File: config.mk
export PLATFORM = sky130hd
export DESIGN_NAME = nip_ctrl
export DESIGN_NICKNAME = d
export VERILOG_FILES = /design/src/verilog/nip_pkg.sv /design/src/verilog/nip_sync.sv /design/src/verilog/nip_ctrl.sv
export SDC_FILE = /design/constraint.sdc
export NUM_CORES = 1
export LEC_CHECK = 0
export BUFFER_PORTS_ARGS = -buffer_cell sky130_fd_sc_hd__buf_2
export CORE_AREA = 5 5 241 243
export DETAILED_ROUTE_END_ITERATION = 8
export DIE_AREA = 0 0 246 248
export PLACE_DENSITY = 0.73
export SLEW_MARGIN = 25
export SYNTH_ARGS = -nofsm -noshare
export SYNTH_HDL_FRONTEND = slang
export SYNTH_SLANG_ARGS = --single-unit
File: constraint.sdc
create_clock -name MCLK_I -period 138.5 [get_ports MCLK_I]
set_input_delay 41.55 -clock MCLK_I [delete_from_list [all_inputs] [get_ports MCLK_I]]
set_output_delay 41.55 -clock MCLK_I [all_outputs]
set_load 0.005 [all_outputs]
File: src/verilog/nip_pkg.sv
// Shared constants and types of the nested interrupt enable, pending and priority controller.
`default_nettype none

package nip_pkg;

	// -----------------------------------------------------------------
	// Sizing
	// -----------------------------------------------------------------
	localparam int          NUM_IRQ    = 42;          // Interrupt lines served.
	localparam int          ID_W       = 9;           // Width of an interrupt number.
	localparam int          PRIO_W     = 4;           // Stored priority bits per interrupt.
	localparam int          ADDR_W     = 12;          // APB byte address width.
	localparam int          NUM_PRIO_W = 11;          // Priority words implemented.

	// -----------------------------------------------------------------
	// Register byte offsets
	// -----------------------------------------------------------------
	localparam logic [11:0] OFF_EN_SET   = 12'h100;   // Enable set words 0..7.
	localparam logic [11:0] OFF_EN_CLR   = 12'h180;   // Enable clear words 0..7.
	localparam logic [11:0] OFF_PEND_SET = 12'h200;   // Pending set words 0..7.
	localparam logic [11:0] OFF_PEND_CLR = 12'h280;   // Pending clear words 0..7.
	localparam logic [11:0] OFF_ACTIVE   = 12'h300;   // Active flag words 0..7.
	localparam logic [11:0] OFF_PRIO     = 12'h400;   // Priority words 0..10.
	localparam logic [11:0] OFF_TRIGGER  = 12'hF00;   // Software trigger word.

	// -----------------------------------------------------------------
	// Field layout and reset values
	// -----------------------------------------------------------------
	localparam int          PRIO_LSB     = 4;         // Stored nibble sits in bits 7:4 of a lane.
	localparam int          LANES        = 4;         // Priority lanes per word.
	localparam logic [31:0] RESET_WORD   = 32'h0000_0000;
	localparam logic [3:0]  RESET_PRIO   = 4'h0;
	localparam logic [3:0]  LOWEST_PRIO  = 4'hF;      // Numerically largest value.

	// Register groups that an APB address can select.
	typedef enum logic [2:0] {
		K_EN_SET,
		K_EN_CLR,
		K_PEND_SET,
		K_PEND_CLR,
		K_ACTIVE,
		K_PRIO,
		K_TRIGGER,
		K_BAD
	} nip_kind_t;

	// One APB request as seen by the slave.
	typedef struct packed {
		logic              sel;
		logic              enable;
		logic              write;
		logic [ADDR_W-1:0] addr;
		logic [31:0]       wdata;
		logic [3:0]        strb;
	} nip_apb_req_t;

	// Whole state of the controller.
	typedef struct packed {
		logic [NUM_IRQ-1:0]             en;        // Enabled interrupts.
		logic [NUM_IRQ-1:0]             pend;      // Pending interrupts.
		logic [NUM_IRQ-1:0]             act;       // Active interrupts.
		logic [NUM_IRQ-1:0]             lvl_prev;  // Request levels of the last cycle.
		logic [NUM_IRQ-1:0][PRIO_W-1:0] prio;      // Priority nibbles.
		logic                           req;       // An interrupt is offered.
		logic [ID_W-1:0]                num;       // Number of the offered interrupt.
		logic [PRIO_W-1:0]              top_prio;  // Priority of the offered interrupt.
		logic [31:0]                    prdata;    // Read data for the access phase.
		logic                           pslverr;   // Error answer for the access phase.
	} nip_state_t;

endpackage : nip_pkg

`default_nettype wire

File: src/verilog/nip_sync.sv
// Two-stage synchroniser for the asynchronous interrupt request pins.
`timescale 1ns/10ps
`default_nettype none

module nip_sync #(
	parameter int WIDTH = 1                    // Number of lines.
) (
	input  wire logic             clk_i,       // Core clock.
	input  wire logic             reset_n_i,   // Asynchronous reset, active low.
	input  wire logic [WIDTH-1:0] async_i,     // Lines from outside the domain.
	output logic      [WIDTH-1:0] sync_o       // Lines safe to read.
);

	logic [WIDTH-1:0] meta_r;                  // First stage, read only by the second.

	// -----------------------------------------------------------------
	// Sync chain
	// -----------------------------------------------------------------
	// Both stages clear on reset so no request is seen before release.
	always_ff @(posedge clk_i or negedge reset_n_i) begin
		if (!reset_n_i) begin
			meta_r <= '0;
			sync_o <= '0;
		end else begin
			meta_r <= async_i;
			sync_o <= meta_r;
		end
	end

endmodule // nip_sync

`default_nettype wire

File: src/verilog/nip_ctrl.sv
// Interrupt controller: enables, pending and active flags, priorities and APB registers.
//
// Operation
// - enable-set writes of 1 enable; read enables
// - pending and enabled interrupts compete by priority
// - disabled interrupts pend but are never offered
// - enable-clear writes of 1 disable; read enables
// - pending-set writes of 1 pend; read pending
// - pending-set on pending interrupt changes nothing
// - pending-set also pends disabled interrupts
// - pending-clear writes of 1 unpend; read pending
// - pending-clear leaves active state untouched
// - active word reads 1 when active
// - four byte-wide priority lanes per word
// - priority 0 to 15, lower wins
// - only upper nibble stored, lower reads zero
// - interrupt m in word m/4, lane m%4
// - trigger write pends numbered interrupt 0-239; the code pends only 0-41 and ignores larger numbers
// - high level while inactive or rising edge pends
// - handler entry moves pending to active
//
// Added by the designer: the APB interface to the registers and the register addresses.
`timescale 1ns/10ps
`default_nettype none

module nip_ctrl (
	input  wire logic                            MCLK_I,         // Core clock, 250 MHz.
	input  wire logic                            RESET_N_I,      // Asynchronous reset, active low.
	input  wire logic                            PSEL_I,         // APB select.
	input  wire logic                            PENABLE_I,      // APB access phase.
	input  wire logic                            PWRITE_I,       // APB direction, high writes.
	input  wire logic [nip_pkg::ADDR_W-1:0]      PADDR_I,        // APB byte address.
	input  wire logic [31:0]                     PWDATA_I,       // APB write data.
	input  wire logic [3:0]                      PSTRB_I,        // APB byte strobes.
	output logic      [31:0]                     PRDATA_O,       // APB read data.
	output logic                                 PREADY_O,       // APB ready.
	output logic                                 PSLVERR_O,      // APB error.
	input  wire logic [nip_pkg::NUM_IRQ-1:0]     IRQ_LINES_I,    // Peripheral request pins.
	output logic                                 IRQ_REQ_O,      // An interrupt is offered.
	output logic      [nip_pkg::ID_W-1:0]        IRQ_NUM_O,      // Offered interrupt number.
	output logic      [nip_pkg::PRIO_W-1:0]      IRQ_PRIO_O,     // Offered interrupt priority.
	input  wire logic                            CORE_ACK_I,     // Core enters a handler.
	input  wire logic [nip_pkg::ID_W-1:0]        CORE_ACK_NUM_I, // Interrupt being entered.
	input  wire logic                            CORE_EOI_I,     // Core returns from a handler.
	input  wire logic [nip_pkg::ID_W-1:0]        CORE_EOI_NUM_I  // Interrupt being left.
);

	localparam int N = nip_pkg::NUM_IRQ;

	nip_pkg::nip_state_t   s_r;          // Registered state.
	nip_pkg::nip_state_t   s_nxt;        // Next state.
	nip_pkg::nip_apb_req_t apb;          // Bundled bus request.
	logic [N-1:0]          lvl;          // Synchronised request levels.

	// -----------------------------------------------------------------
	// Helpers
	// -----------------------------------------------------------------

	// Maps a byte address onto the register group it selects.
	function automatic nip_pkg::nip_kind_t decode(input logic [nip_pkg::ADDR_W-1:0] a);
		nip_pkg::nip_kind_t k;
		k = nip_pkg::K_BAD;
		if (a[11:5] == nip_pkg::OFF_EN_SET[11:5])
			k = nip_pkg::K_EN_SET;
		else if (a[11:5] == nip_pkg::OFF_EN_CLR[11:5])
			k = nip_pkg::K_EN_CLR;
		else if (a[11:5] == nip_pkg::OFF_PEND_SET[11:5])
			k = nip_pkg::K_PEND_SET;
		else if (a[11:5] == nip_pkg::OFF_PEND_CLR[11:5])
			k = nip_pkg::K_PEND_CLR;
		else if (a[11:5] == nip_pkg::OFF_ACTIVE[11:5])
			k = nip_pkg::K_ACTIVE;
		else if (a[11:6] == nip_pkg::OFF_PRIO[11:6] && int'(a[5:2]) < nip_pkg::NUM_PRIO_W)
			k = nip_pkg::K_PRIO;
		else if (a[11:2] == nip_pkg::OFF_TRIGGER[11:2])
			k = nip_pkg::K_TRIGGER;
		if (a[1:0] != 2'h0)
			k = nip_pkg::K_BAD;   // Unaligned addresses are refused.
		return k;
	endfunction

	// Places a 32-bit word of flags onto the interrupt vector at word index w.
	function automatic logic [N-1:0] spread(input logic [31:0] d, input logic [2:0] w);
		logic [N-1:0] r;
		r = '0;
		for (int i = 0; i < N; i++) begin
			if (i / 32 == int'(w))
				r[i] = d[i % 32];
		end
		return r;
	endfunction

	// Gathers word index w of an interrupt vector; missing lines read zero.
	function automatic logic [31:0] gather(input logic [N-1:0] v, input logic [2:0] w);
		logic [31:0] r;
		r = 32'h0000_0000;
		for (int i = 0; i < N; i++) begin
			if (i / 32 == int'(w))
				r[i % 32] = v[i];
		end
		return r;
	endfunction

	// One-hot vector for an interrupt number; out-of-range numbers give zero.
	function automatic logic [N-1:0] onehot(input logic hit, input logic [nip_pkg::ID_W-1:0] n);
		logic [N-1:0] r;
		r = '0;
		for (int i = 0; i < N; i++) begin
			if (hit && int'(n) == i)
				r[i] = 1'b1;
		end
		return r;
	endfunction

	// -----------------------------------------------------------------
	// Input synchronisation
	// -----------------------------------------------------------------
	// Request pins come from peripherals in other domains.
	nip_sync #(
		.WIDTH     (N)
	) u_sync (
		.clk_i     (MCLK_I),
		.reset_n_i (RESET_N_I),
		.async_i   (IRQ_LINES_I),
		.sync_o    (lvl)
	);

	assign apb.sel    = PSEL_I;
	assign apb.enable = PENABLE_I;
	assign apb.write  = PWRITE_I;
	assign apb.addr   = PADDR_I;
	assign apb.wdata  = PWDATA_I;
	assign apb.strb   = PSTRB_I;

	// -----------------------------------------------------------------
	// Next-state logic
	// -----------------------------------------------------------------
	// The slave never waits, so a write takes effect at the end of its access cycle.
	// Read data is captured in the setup cycle so it comes from a flip-flop.
	always_comb begin
		nip_pkg::nip_kind_t kind;
		logic               wr;
		logic               setup;
		logic [31:0]        wmask;
		logic [N-1:0]       wbits;
		logic [N-1:0]       rise;
		logic [N-1:0]       ack_v;
		logic [N-1:0]       eoi_v;
		logic [N-1:0]       trig_v;
		logic [N-1:0]       p_set;
		logic [N-1:0]       p_clr;
		logic [N-1:0]       elig;
		logic [31:0]        rd;
		int                 m;
		s_nxt  = s_r;
		kind   = decode(apb.addr);
		wr     = apb.sel && apb.enable && apb.write;
		setup  = apb.sel && !apb.enable;
		wmask  = {{8{apb.strb[3]}}, {8{apb.strb[2]}}, {8{apb.strb[1]}}, {8{apb.strb[0]}}};
		wbits  = spread(apb.wdata & wmask, apb.addr[4:2]);
		rise   = lvl & ~s_r.lvl_prev;
		ack_v  = onehot(CORE_ACK_I, CORE_ACK_NUM_I);
		eoi_v  = onehot(CORE_EOI_I, CORE_EOI_NUM_I);
		trig_v = onehot(wr && kind == nip_pkg::K_TRIGGER && apb.strb[1:0] == 2'h3,
			apb.wdata[nip_pkg::ID_W-1:0]);
		rd     = 32'h0000_0000;
		m      = 0;
		// Defaults keep every local of this process defined on every path.
		p_set  = '0;
		p_clr  = '0;
		elig   = '0;

		s_nxt.lvl_prev = lvl;

		// Enable flags: set and clear views share one store.
		if (wr && kind == nip_pkg::K_EN_SET)
			s_nxt.en = s_r.en | wbits;
		else if (wr && kind == nip_pkg::K_EN_CLR)
			s_nxt.en = s_r.en & ~wbits;

		// Pending sources; the level term is masked while the handler is entered.
		p_set = (lvl & ~s_r.act & ~ack_v) | rise | trig_v;
		if (wr && kind == nip_pkg::K_PEND_SET)
			p_set = p_set | wbits;
		p_clr = ack_v;
		if (wr && kind == nip_pkg::K_PEND_CLR)
			p_clr = p_clr | wbits;
		// Hardware sets win over a clear in the same cycle; a set of a pending bit keeps it.
		s_nxt.pend = (s_r.pend & ~p_clr) | p_set;

		// Active flags change only on handler entry and return, never on pending clear.
		s_nxt.act = (s_r.act & ~eoi_v) | ack_v;

		// Priority lanes: each strobed byte lane stores its upper nibble only.
		if (wr && kind == nip_pkg::K_PRIO) begin
			for (int b = 0; b < nip_pkg::LANES; b++) begin
				m = int'(apb.addr[5:2]) * nip_pkg::LANES + b;
				if (apb.strb[b] && m < N)
					s_nxt.prio[m] = apb.wdata[b*8+nip_pkg::PRIO_LSB +: nip_pkg::PRIO_W];
			end
		end

		// Arbitration over registered state; strict compare keeps the lowest number on ties.
		elig           = s_r.pend & s_r.en;
		s_nxt.req      = 1'b0;
		s_nxt.num      = '0;
		s_nxt.top_prio = nip_pkg::LOWEST_PRIO;
		for (int i = 0; i < N; i++) begin
			if (elig[i] && (!s_nxt.req || s_r.prio[i] < s_nxt.top_prio)) begin
				s_nxt.req      = 1'b1;
				s_nxt.num      = nip_pkg::ID_W'(i);
				s_nxt.top_prio = s_r.prio[i];
			end
		end

		// Read data and error answer, prepared in the setup cycle.
		if (setup) begin
			case (kind)
				nip_pkg::K_EN_SET, nip_pkg::K_EN_CLR: begin
					rd = gather(s_r.en, apb.addr[4:2]);
				end
				nip_pkg::K_PEND_SET, nip_pkg::K_PEND_CLR: begin
					rd = gather(s_r.pend, apb.addr[4:2]);
				end
				nip_pkg::K_ACTIVE: begin
					rd = gather(s_r.act, apb.addr[4:2]);
				end
				nip_pkg::K_PRIO: begin
					for (int b = 0; b < nip_pkg::LANES; b++) begin
						m = int'(apb.addr[5:2]) * nip_pkg::LANES + b;
						if (m < N)
							rd[b*8 +: 8] = {s_r.prio[m], 4'h0};
					end
				end
				default: begin
					rd = 32'h0000_0000;   // Trigger is write-only; unmapped reads zero.
				end
			endcase
			s_nxt.prdata  = apb.write ? 32'h0000_0000 : rd;
			s_nxt.pslverr = (kind == nip_pkg::K_BAD);
		end
	end

	// -----------------------------------------------------------------
	// State register
	// -----------------------------------------------------------------
	always_ff @(posedge MCLK_I or negedge RESET_N_I) begin
		if (!RESET_N_I) begin
			s_r          <= '0;
			s_r.prio     <= {N{nip_pkg::RESET_PRIO}};
			s_r.prdata   <= nip_pkg::RESET_WORD;
		end else begin
			s_r <= s_nxt;
		end
	end

	// -----------------------------------------------------------------
	// Outputs
	// -----------------------------------------------------------------
	// Zero wait states keep the core's register accesses short.
	assign PREADY_O   = 1'b1;
	assign PRDATA_O   = s_r.prdata;
	assign PSLVERR_O  = s_r.pslverr;
	assign IRQ_REQ_O  = s_r.req;
	assign IRQ_NUM_O  = s_r.num;
	assign IRQ_PRIO_O = s_r.top_prio;

	logic wr_acc;        // Write completing this cycle.
	logic wr_word0;      // Write targets word 0 with lane 0 strobed.
	assign wr_acc   = PSEL_I && PENABLE_I && PWRITE_I;
	assign wr_word0 = wr_acc && PADDR_I[4:2] == 3'h0 && PSTRB_I[0] && PWDATA_I[0];

	// Enabled and pending lines as the arbiter sees them; offers lag this by one edge.
	logic [N-1:0] elig_now;
	assign elig_now = s_r.en & s_r.pend;
endmodule // nip_ctrl

`default_nettype wire

==> results.sh <==
export IMPL_nets=3514
export IMPL_grt_pass1_vias=27250
export IMPL_ys_seq_area_frac=0.3823
export IMPL_rsz0062_at_grt="no"
export IMPL_grt_pass1_wl_mm=171.9
export IMPL_skew_ns=0.01791
export IMPL_leakagePower_nw=14.57
export IMPL_worstPathRequired_ns=138.99
export IMPL_hold_class="register to register"
export IMPL_setup_viol=0
export IMPL_critPathMaxFanout=13
export IMPL_path_class="register to register"
export IMPL_ios=163
export IMPL_dp_cells=4059
export IMPL_cts_hold_buf=0
export IMPL_setup_tns_ns=0
export IMPL_cp_slowest_stage_delay_ns=0.78
export IMPL_layoutNonFillerInstCount=4148
export IMPL_drv_slew=0
export IMPL_post_cts_buffers=0
export IMPL_met1Wirelength_mm=45.03
export IMPL_drc_errors=6
export IMPL_swShare=0.2411
export IMPL_regArea_sq_um=11610
export IMPL_syn_area_sq_um=30370
export IMPL_yosys_warnings=0
export IMPL_num_rows=87
export IMPL_ys_seq_elements=464
export IMPL_cts_tree="yes"
export IMPL_grt_use_total=0.3693
export IMPL_synth_edf_count=0
export IMPL_num_vias=28440
export IMPL_dieWidth_um=246
export IMPL_avgViaCountPerCell=6.855
export IMPL_dpl_hpwl_mm=89.03
export IMPL_switchingPower_uw=71.48
export IMPL_grt_remaining_overflow=0
export IMPL_fillCellCount=4916
export IMPL_synthArstFlopShare=1.000
export IMPL_cts_clk_slew_worst_paths_ns=0.06
export IMPL_placement_io_buffers=158
export IMPL_combinationalPowerShare=0.052
export IMPL_fmax_mhz=15.18
export IMPL_synth_main_ff_cell="dfrtp_1"
export IMPL_finalCritPeriodShare=0.4756
export IMPL_area_growth_synth_to_final_pct=9.129
export IMPL_post_route_min_period_ns=65.86
export IMPL_root_buffer="clkbuf_16"
export IMPL_worst_pin_slew_ns=1.043
export IMPL_n_antenna_cell=0
export IMPL_syn_area_per_cell_sq_um=9.162
export IMPL_cts_buffers=48
export IMPL_endpoint_kind="register"
export IMPL_wirelength_mm=115.7
export IMPL_htreeDepth=2
export IMPL_die_y_um=248
export IMPL_synth_cells=3315
export IMPL_dr_pass1_iters=9
export IMPL_ir_worst_vdd_mv=0.01478
export IMPL_cp_arrival_ns=66.35
export IMPL_maxCapViolCount=0
export IMPL_hold_depth=0
export IMPL_grt_max_degree=162
export IMPL_initial_utilization=0.5449
export IMPL_wl_met3_mm=11.48
export IMPL_path_common_cell="ha_1"
export IMPL_drt_iter0_drc=3293
export IMPL_layout_commonest_cell="dfrtp_1"
export IMPL_hold_viol_final=0
export IMPL_antenna_found_initial=5
export IMPL_p_seq_frac=0.471
export IMPL_gp_congestion=1.029
export IMPL_dieArea_sq_um=61010
export IMPL_maxSlewHeadroom=0.2981
export IMPL_violations="DRC"
export IMPL_wire_per_inst_um=27.88
export IMPL_multiInputGateArea_sq_um=17430
export IMPL_core_area_sq_um=55730
export IMPL_worst_r2r_path_depth=317
export IMPL_crit_slowest_cell="a21oi_1"
export IMPL_drive_above_1_share=0.1731
export IMPL_clockBufferDepth=3
export IMPL_start_kind="register"
export IMPL_p_clk_frac=0.477
export IMPL_wl_met2_mm=51.74
export IMPL_final_antenna_net_count=0
export IMPL_cts_sinks=464
export IMPL_power_density_nw_per_um2=8.945
export IMPL_clk_latency_ns=0.61
export IMPL_synth_cell_types=133
export IMPL_post_cts_resized=0
export IMPL_cellInternalPower_uw=225.0
export IMPL_final_cell_mix="464 x dfrtp_1, 398 x nand2_1, 310 x o21ai_0"
export IMPL_top_layer_used="met5"
export IMPL_outcome="complete, but fails checks"
[path summary, 6_finish.rpt]
kind | start | to | slack (ns)
worst max-delay path | s_r[299] | IRQ_PRIO_O[0] | 72.64
max in group asynchronous | RESET_N_I | s_r[336] | 94.82
worst min-delay path | u_sync.meta_r[26] | u_sync.sync_o[26] | 0.35
min in group asynchronous | RESET_N_I | s_r[158] | 40.92
worst min register to register | u_sync.meta_r[26] | u_sync.sync_o[26] | 0.35
worst max register to register | s_r[299] | IRQ_PRIO_O[0] | 72.64
[kinds of logic (layout without fill, tap and decap cells)]
logic type               after synthesis  after routing  synth area share
XOR/XNOR                              22             22          0.006344
AND/OR/NAND/NOR                     1059           1059            0.1671
multiplexers                         321            321            0.1286
other                                  2              4         0.0002473
buffers and inverters                309            384           0.04507
adder cells (fa/ha/maj)               70             70           0.02694
AO/OA/AOI/OAI                       1068           1068            0.2434
flip-flops                           464            464            0.3823
[worst max-delay path, delay by kind of cell, from the launching register on]
family	cells	cell delay, ns
muxes	21	6.37
AOI/OAI and AO/OA	121	27.21
DFF	1	0.48
buffers and inverters	29	2.31
and+or+nand+nor	105	17.79
adders and majority gates	41	11.56
[flip-flops by register name (all words and copies together), names as in the netlist, named ones only]
register       cells
s_r              294
u_sync.meta_r     42
u_sync.sync_o     42
PRDATA_O          32
IRQ_NUM_O          6
IRQ_PRIO_O         4
IRQ_REQ_O          1
PSLVERR_O          1
[power by group through the flow]
stage	clock [mW]	sequential (mW)	combinational, mW
2_1_floorplan	0	0.141	0.00603
3_3_place_gp	0	0.142	0.0146
3_5_place_dp	0	0.142	0.0148
4_1_cts	0.142	0.140	0.0149
5_1_grt	0.148	0.140	0.0161
6_report	0.141	0.140	0.0153
[synth_stat cells (25+ instances only)]
cell | count | area share
o22ai_1 | 39 | 0.0080
a21o_1 | 36 | 0.0089
o221ai_1 | 51 | 0.015
ha_1 | 46 | 0.019
o21a_1 | 25 | 0.0062
a21oi_1 | 158 | 0.026
mux2i_1 | 103 | 0.034
a31oi_1 | 56 | 0.012
clkbuf_1 | 119 | 0.015
nor2b_1 | 32 | 0.0066
nand3_1 | 101 | 0.017
nor2_1 | 208 | 0.026
inv_1 | 115 | 0.014
o31ai_1 | 65 | 0.016
o21ai_0 | 310 | 0.051
a22o_1 | 31 | 0.0089
and3_1 | 38 | 0.0078
mux2_2 | 172 | 0.064
mux4_2 | 32 | 0.024
a32oi_1 | 29 | 0.0084
dfrtp_1 | 464 | 0.38
nand2_1 | 399 | 0.049
buf_4 | 48 | 0.012
and2_1 | 52 | 0.011
nand2b_1 | 45 | 0.0093
o211ai_1 | 26 | 0.0064
nor3_1 | 50 | 0.0082
a211oi_1 | 28 | 0.0069
[cell type report]
class,count,area share
flip-flops and latches,464,0.3503
repair buffers,180,0.02982
well taps,756,0.02854
clock buffers,66,0.04255
inverters,115,0.01302
clock inverters,23,0.009740
multi-input cells,2544,0.5260
[through the flow]
step / area [sq um] / setup WS, ns / util / total power, mW / hold slack, ns
final: 33140 / 72.64 / 0.5947 / 0.2965 / 0.3454
after detailed placement: 31400 / 74.03 / 0.5634 / 0.1570 / 0.3347
after CTS: 33130 / 73.80 / 0.5944 / 0.2969 / 0.3480
after floorplan: 30380 / 82.71 / - / 0.1474 / 0.3312
after global routing: 33140 / 66.90 / 0.5947 / 0.3042 / 0.3534
after global placement: 31400 / 76.34 / 0.5634 / 0.1568 / 0.3320
[layer usage]
metal,vias up,global-route usage
li1,12460,-
met1,13900,0.4830
met2,1717,0.5828
met3,345,0.08141
met4,12,0.1879
met5,-,0
Power figures use the tool's default switching activity.
